--- config.mk ---
export PLATFORM = sky130hd
export DESIGN_NAME = ext_interrupt_filter_control
export DESIGN_NICKNAME = d
export VERILOG_FILES = /design/src/rtl/ext_int_pkg.sv /design/src/rtl/ext_interrupt_filter_control.sv
export SDC_FILE = /design/constraint.sdc
export NUM_CORES = 1
export LEC_CHECK = 0
export ABC_AREA = 1
export BUFFER_PORTS_ARGS = -buffer_cell sky130_fd_sc_hd__buf_2
export CORE_MARGIN = 4
export CORE_UTILIZATION = 40
export DETAILED_ROUTE_END_ITERATION = 8
export GPL_TIMING_DRIVEN = 1
export PLACE_DENSITY = 0.59
export SLEW_MARGIN = 20
export SYNTH_ARGS = -nofsm -noshare
export SYNTH_HDL_FRONTEND = slang
export SYNTH_SLANG_ARGS = --single-unit
--- constraint.sdc ---
create_clock -name clock -period 2.1 [get_ports clock]
set_input_delay 0.42 -clock clock [delete_from_list [all_inputs] [get_ports clock]]
set_output_delay 0.42 -clock clock [all_outputs]
set_load 0.02 [all_outputs]
--- src/rtl/ext_int_pkg.sv ---
// constants for the external interrupt front end
package ext_int_pkg;
	localparam logic [11:0] clock_gate_offset   = 12'hf77;
	localparam logic [11:0] one_control_offset  = 12'hfd8;
	localparam logic [11:0] irq_status_offset   = 12'hfe0;
	localparam logic [11:0] irq_mask_offset     = 12'hfe1;
	localparam logic [11:0] op_mode_offset      = 12'hfe2;
	localparam logic [7:0]  clock_gate_reset    = 8'h00;
	localparam logic [7:0]  one_control_reset   = 8'h00;
	localparam logic [7:0]  irq_mask_reset      = 8'h00;
	localparam int          channel_count       = 6;
	localparam int          gate_chan1_bit      = 1;
	localparam int          level_flag_bit      = 4;
	localparam int          edge_select_lsb     = 2;
	localparam int          interval_select_lsb = 0;
	localparam int          filter_samples      = 2;
	localparam int          clock_mhz           = 50;
	localparam int          slow_prescale       = 4;
	typedef enum logic [1:0] {edge_rising, edge_falling, edge_both, edge_reserved} edge_e;
	typedef enum logic [1:0] {div_1, div_4, div_8, div_16} interval_e;
endpackage

--- src/rtl/ext_interrupt_filter_control.sv ---
// one external interrupt channel front end with six channel clock gates
//
// How it works
// RQ1: enable bit 0 gates channel clock off; all six enables reset to zero.
// RQ2: control register writes are dropped while channel one clock is disabled.
// RQ3: software clears interrupt enable before toggling a channel clock enable.
// RQ4: software clears interrupt enable before changing operating mode.
// RQ5: fast to slow switch: wait twelve slow periods, then clear latch.
// RQ6: slow to fast: wait two gear plus three sample periods, clear latch.
// RQ7: clock gate bits seven and six always read zero.
// RQ8: level flag holds filtered level captured at each request.
// RQ9: edge select 00 rising, 01 falling, 10 both, 11 reserved none.
// RQ10: fast modes sample gear, /4, /8, /16; slow modes slow clock /4.
// RQ11: software clears interrupt enable before rewriting the control register.
// RQ12: control bits seven to five read zero; register resets to zero.
// RQ13: raised request latch holds until accepted or cleared.
// RQ14: filter passes a level only after consecutive equal samples.
//
// Implementation choice: the address-and-strobe port.
`timescale 1ns/100ps
module ext_interrupt_filter_control
	import ext_int_pkg::*;
(
	input  wire logic        clock,
	input  wire logic        reset,
	input  wire logic [11:0] address,
	input  wire logic [7:0]  write_data,
	input  wire logic        write_strobe,
	input  wire logic        read_strobe,
	output logic      [7:0]  read_data,
	input  wire logic        ext_pin,
	input  wire logic        low_freq_tick,
	input  wire logic        request_accept,
	output logic      [5:0]  channel_clock_enable,
	output logic             request_latch,
	output logic             irq
);

////////////////////////////////////////////////////////////////////////////////
// registers

	logic [5:0] gate;
	logic [1:0] edge_select;
	logic [1:0] sample_interval_select;
	logic       filtered_level_flag;
	logic       slow_mode;
	logic       irq_status;
	logic       irq_mask;
	logic       chan_on;
	logic       wr_gate;
	logic       wr_ctrl;
	logic       rd_status;
	logic       raise;
	logic       filtered;

	function automatic logic hit(input logic [11:0] a, input logic [11:0] off);
		return a == off;
	endfunction

	assign wr_gate   = write_strobe && hit(address, clock_gate_offset);
	assign wr_ctrl   = write_strobe && hit(address, one_control_offset);
	assign rd_status = read_strobe && hit(address, irq_status_offset);
	assign chan_on   = gate[gate_chan1_bit];
	assign channel_clock_enable = gate; // RQ1

	always_ff @(posedge clock or posedge reset) begin
		if (reset) begin
			gate <= clock_gate_reset[5:0]; // RQ1
		end else if (wr_gate) begin
			gate <= write_data[5:0];
		end
	end

	always_ff @(posedge clock or posedge reset) begin
		if (reset) begin
			edge_select            <= one_control_reset[3:2]; // RQ12
			sample_interval_select <= one_control_reset[1:0];
		end else if (!chan_on) begin
			edge_select            <= one_control_reset[3:2]; // RQ2
			sample_interval_select <= one_control_reset[1:0];
		end else if (wr_ctrl) begin
			edge_select            <= write_data[edge_select_lsb +: 2];
			sample_interval_select <= write_data[interval_select_lsb +: 2];
		end
	end

	always_ff @(posedge clock or posedge reset) begin
		if (reset) begin
			slow_mode <= 1'b0;
			irq_mask  <= irq_mask_reset[0];
		end else if (write_strobe) begin
			if (hit(address, op_mode_offset)) begin
				slow_mode <= write_data[0];
			end
			if (hit(address, irq_mask_offset)) begin
				irq_mask <= write_data[0];
			end
		end
	end

	always_ff @(posedge clock or posedge reset) begin
		if (reset) begin
			read_data <= 8'h00;
		end else if (read_strobe) begin
			case (address)
				clock_gate_offset:  read_data <= {2'b00, gate}; // RQ7
				one_control_offset: read_data <= {3'b000, filtered_level_flag,
					edge_select, sample_interval_select}; // RQ12
				irq_status_offset:  read_data <= {7'h00, irq_status};
				irq_mask_offset:    read_data <= {7'h00, irq_mask};
				op_mode_offset:     read_data <= {7'h00, slow_mode};
				default:            read_data <= 8'h00;
			endcase
		end else begin
			read_data <= 8'h00;
		end
	end

////////////////////////////////////////////////////////////////////////////////
// sampling clock and noise filter

	logic       pin_meta;
	logic       pin_sync;
	logic       slow_sync_a;
	logic       slow_sync_b;
	logic       slow_prev;
	logic [3:0] div_count;
	logic [1:0] slow_count;
	logic       sample_tick;
	logic [1:0] stable_count;
	logic       fast_tick;

	always_ff @(posedge clock or posedge reset) begin
		if (reset) begin
			pin_meta    <= 1'b0;
			pin_sync    <= 1'b0;
			slow_sync_a <= 1'b0;
			slow_sync_b <= 1'b0;
			slow_prev   <= 1'b0;
		end else begin
			pin_meta    <= ext_pin;
			pin_sync    <= pin_meta;
			slow_sync_a <= low_freq_tick;
			slow_sync_b <= slow_sync_a;
			slow_prev   <= slow_sync_b;
		end
	end

	always_comb begin
		case (interval_e'(sample_interval_select))
			div_1:   fast_tick = 1'b1;
			div_4:   fast_tick = div_count[1:0] == 2'h3;
			div_8:   fast_tick = div_count[2:0] == 3'h7;
			div_16:  fast_tick = div_count == 4'hf;
			default: fast_tick = 1'b0;
		endcase
	end

	always_ff @(posedge clock or posedge reset) begin
		if (reset) begin
			div_count  <= 4'h0;
			slow_count <= 2'h0;
		end else if (chan_on) begin
			div_count <= div_count + 4'h1;
			if (slow_sync_b && !slow_prev) begin
				slow_count <= slow_count + 2'h1;
			end
		end
	end

	// slow modes ignore the interval code and use the slow clock over four
	assign sample_tick = chan_on && (slow_mode ? (slow_sync_b && !slow_prev &&
		slow_count == 2'(slow_prescale - 1)) : fast_tick); // RQ10

	always_ff @(posedge clock or posedge reset) begin
		if (reset) begin
			filtered     <= 1'b0;
			stable_count <= 2'h0;
		end else if (sample_tick) begin
			if (pin_sync == filtered) begin
				stable_count <= 2'h0;
			end else if (stable_count == 2'(filter_samples - 1)) begin
				filtered     <= pin_sync; // RQ14
				stable_count <= 2'h0;
			end else begin
				stable_count <= stable_count + 2'h1;
			end
		end
	end

////////////////////////////////////////////////////////////////////////////////
// edge detection, level flag, request latch, interrupt

	logic filtered_prev;
	logic rose;
	logic fell;
	logic edge_hit;

	always_ff @(posedge clock or posedge reset) begin
		if (reset) begin
			filtered_prev <= 1'b0;
		end else begin
			filtered_prev <= filtered;
		end
	end

	assign rose = filtered && !filtered_prev;
	assign fell = !filtered && filtered_prev;

	always_comb begin
		case (edge_e'(edge_select))
			edge_rising:  edge_hit = rose; // RQ9
			edge_falling: edge_hit = fell;
			edge_both:    edge_hit = rose || fell;
			default:      edge_hit = 1'b0;
		endcase
	end

	// a gated channel raises nothing
	assign raise = edge_hit && chan_on; // RQ1

	always_ff @(posedge clock or posedge reset) begin
		if (reset) begin
			filtered_level_flag <= 1'b0;
		end else if (!chan_on) begin
			filtered_level_flag <= 1'b0;
		end else if (raise) begin
			filtered_level_flag <= filtered; // RQ8
		end
	end

	always_ff @(posedge clock or posedge reset) begin
		if (reset) begin
			request_latch <= 1'b0;
		end else if (raise) begin
			request_latch <= 1'b1; // RQ13
		end else if (request_accept) begin
			request_latch <= 1'b0;
		end
	end

	always_ff @(posedge clock or posedge reset) begin
		if (reset) begin
			irq_status <= 1'b0;
		end else if (raise) begin
			irq_status <= 1'b1;
		end else if (rd_status) begin
			irq_status <= 1'b0;
		end
	end

	assign irq = irq_status && irq_mask;
endmodule

==> metrics.txt <==
PortBufs=38; Final Max Slew Viols=0; HPWL after DPL=2.78 mm; vias in the first global route=1430; drt via density=4.67; Finished Layout Cells=309; first-pass GRT wire length=6.62 mm; GRT overflow=0; Routed WL per cell=11.6 um; synthesized flop and latch total=36; Period minus WS final=1.49 ns; Root Buffer=clkbuf_8; RSZ-0062 raised after global routing=no; n_diodes=0; # setup viols final=0; H-Tree Depth=2; Total Nets Final=288; Fill cells=449; YS warnings=0; RePlAce Congestion=0.778; synthesized area=0.00186 mm^2; worst r2r src=div_count[0]$_DFFE_PP0P_; FF/Latch Area=901 um^2; Post-Route WL=3.60 mm; commonest non-fill, non-tap cell in the layout=nand2_1; Die Wd=76.2 um; WP data arrival=1.67 ns; Post-CTS Resized=0; peak supply drop=0.515 mV; worst setup margin=0.610 ns; CTS Buffer Depth=2; crit path cell chain=ha_1, ha_1, o21bai_1, nand3b_1, nand3_1, nand2_1, nand2_1, inv_1; final core utilization=49.7%; Via Count=1443; # IOs=43; Max FO, Critical Path=4; core area=0.00444 mm^2; DRC=0; reg2reg setup slack=0.61 ns; Max Cap Violations=0; Initial DRC Count=102; Pwr Density=837 mW/mm^2; clock skew=0.00276 ns; hold_buf cts=0; TritonCTS buffer count=5; CP peak stage delay=0.41 ns; worst hold-check path type=in -> async; crit start category=register; crit share post-route=71.0%; CTS tree=yes; Die Y=76.2 um; outcome=finished, final reports clean; clock sinks=36; crit path from=div_count[0]$_DFFE_PP0P_; overall power=1.85 mW; Post-Place Cells=301; Avg Inst Size Synth=8.74 um^2; worst skew pair latency=0.28 ns; synthesized instance count=213; Area growth syn-to-layout=18.5%; worst path bufs/invs=1; Setup TNS Final=0 ns; Fmax=0.671 GHz; area of the multi-input gates=801 um^2; CP top delay family=adder cells; maximum number of pins on one net before global-route repair=37; row cnt=24; Seq/Total Area, Yosys=48.4%; most frequent cells in the layout=nand2_1 (47), buf_2 (38), dfrtp_1 (36); Required @ worst endpoint=2.28 ns; Worst Setup Path Type=reg -> reg; die area=0.00581 mm^2; LEAKAGE=1.14 nW; initial antenna violation count=0; clock-pin slew on the worst setup and hold paths=0.07 ns; final hold violations=0; pre-CTS setup slack=0.600 ns; fraction of layout cells with a size suffix above 1=26.8%; slowest stage cell on the critical path=dfrtp_1; final antenna-violating net count=0; Post-CTS Setup Inserts=0; drt first pass iters=4; element type at the critical path end=register; GRT Total Usage=14.1%; Synth cell types=32; initial core utilization=41.9%
path summary, 6_finish.rpt:
check / endpoint / cells past startpoint
min reg2reg: pin_sync$_DFF_PP0_ / 0
max: filtered$_DFFE_PP0P_ / 8
max reg2reg: filtered$_DFFE_PP0P_ / 8
min in group clock: pin_meta$_DFF_PP0_ / 1
max in group asynchronous: read_data[3]$_DFF_PP0_ / 3
min: pin_meta$_DFF_PP0_ / 3
report_power, final:
part           internal, mW  switching (mW)
clock                 0.352           0.241
combinational         0.165           0.210
sequential            0.804          0.0763
total                  1.32           0.528
final cells by class:
cell class                 count  share of cell area (%)
sequential                    36                    40.8
multi-input combinational    139                    36.3
timing repair buffer          40                    9.30
inverter                      34                    5.78
clock buffer                   6                    3.29
tap                           52                    2.95
clock inverter                 2                    1.59
synthesized netlist by cell type, drive strengths merged:
cell type | number | area [um^2]
nand2 | 52 | 213
ha | 5 | 62.6
nand3 | 13 | 90.1
dfrtp | 36 | 901
xor2 | 1 | 8.76
mux2 | 1 | 11.3
xnor2 | 2 | 17.5
nor2 | 23 | 136
conb | 1 | 3.75
inv | 34 | 128
o211ai | 2 | 15.0
clkbuf | 1 | 5.00
a21oi | 1 | 5.00
a31oi | 1 | 6.26
buf | 4 | 31.3
o31ai | 1 | 7.51
nand4 | 11 | 83.8
nor3 | 2 | 10.0
nand3b | 2 | 15.0
o22ai | 2 | 18.8
o21ai | 17 | 85.1
o21bai | 1 | 7.51
sequential cells by signal, summed over array words and instances (netlist names), 2 cells and up:
register and flops:
slow_count 2, stable_count 2, read_data 6, edge_select 2, channel_clock_enable 6, sample_interval_select 2, div_count 4
metrics by stage:
step	hold slack [ns]	instance area, um^2
final	0.224	2210
after CTS	0.229	2210
after detailed placement	0.341	2100
after floorplan	0.331	1870
after global placement	0.333	2100
after global routing	0.220	2210
metal layers:
metal / global-route usage (%) / routed length, um / up-vias
met3: 3.66 / 195 / 5
li1: - / - / 763
met2: 19.8 / 1550 / 32
met1: 20.5 / 1800 / 643
met5: 0 / 0 / -
met4: 5.98 / 48 / 0
logic make-up after synthesis:
kind of cell	synth area share, %
adder cells (fa/ha/maj)	3.36
XOR/XNOR	1.41
AO/OA/AOI/OAI	7.80
multiplexers	0.605
buffers and inverters	8.80
other	0.201
flip-flops	48.4
AND/OR/NAND/NOR	29.4
worst min-delay path: stages:
cell	delay, ns
buf_2	0.09
inv_1	0.04
buf_4	0.39
Power figures use the tool's default switching activity.
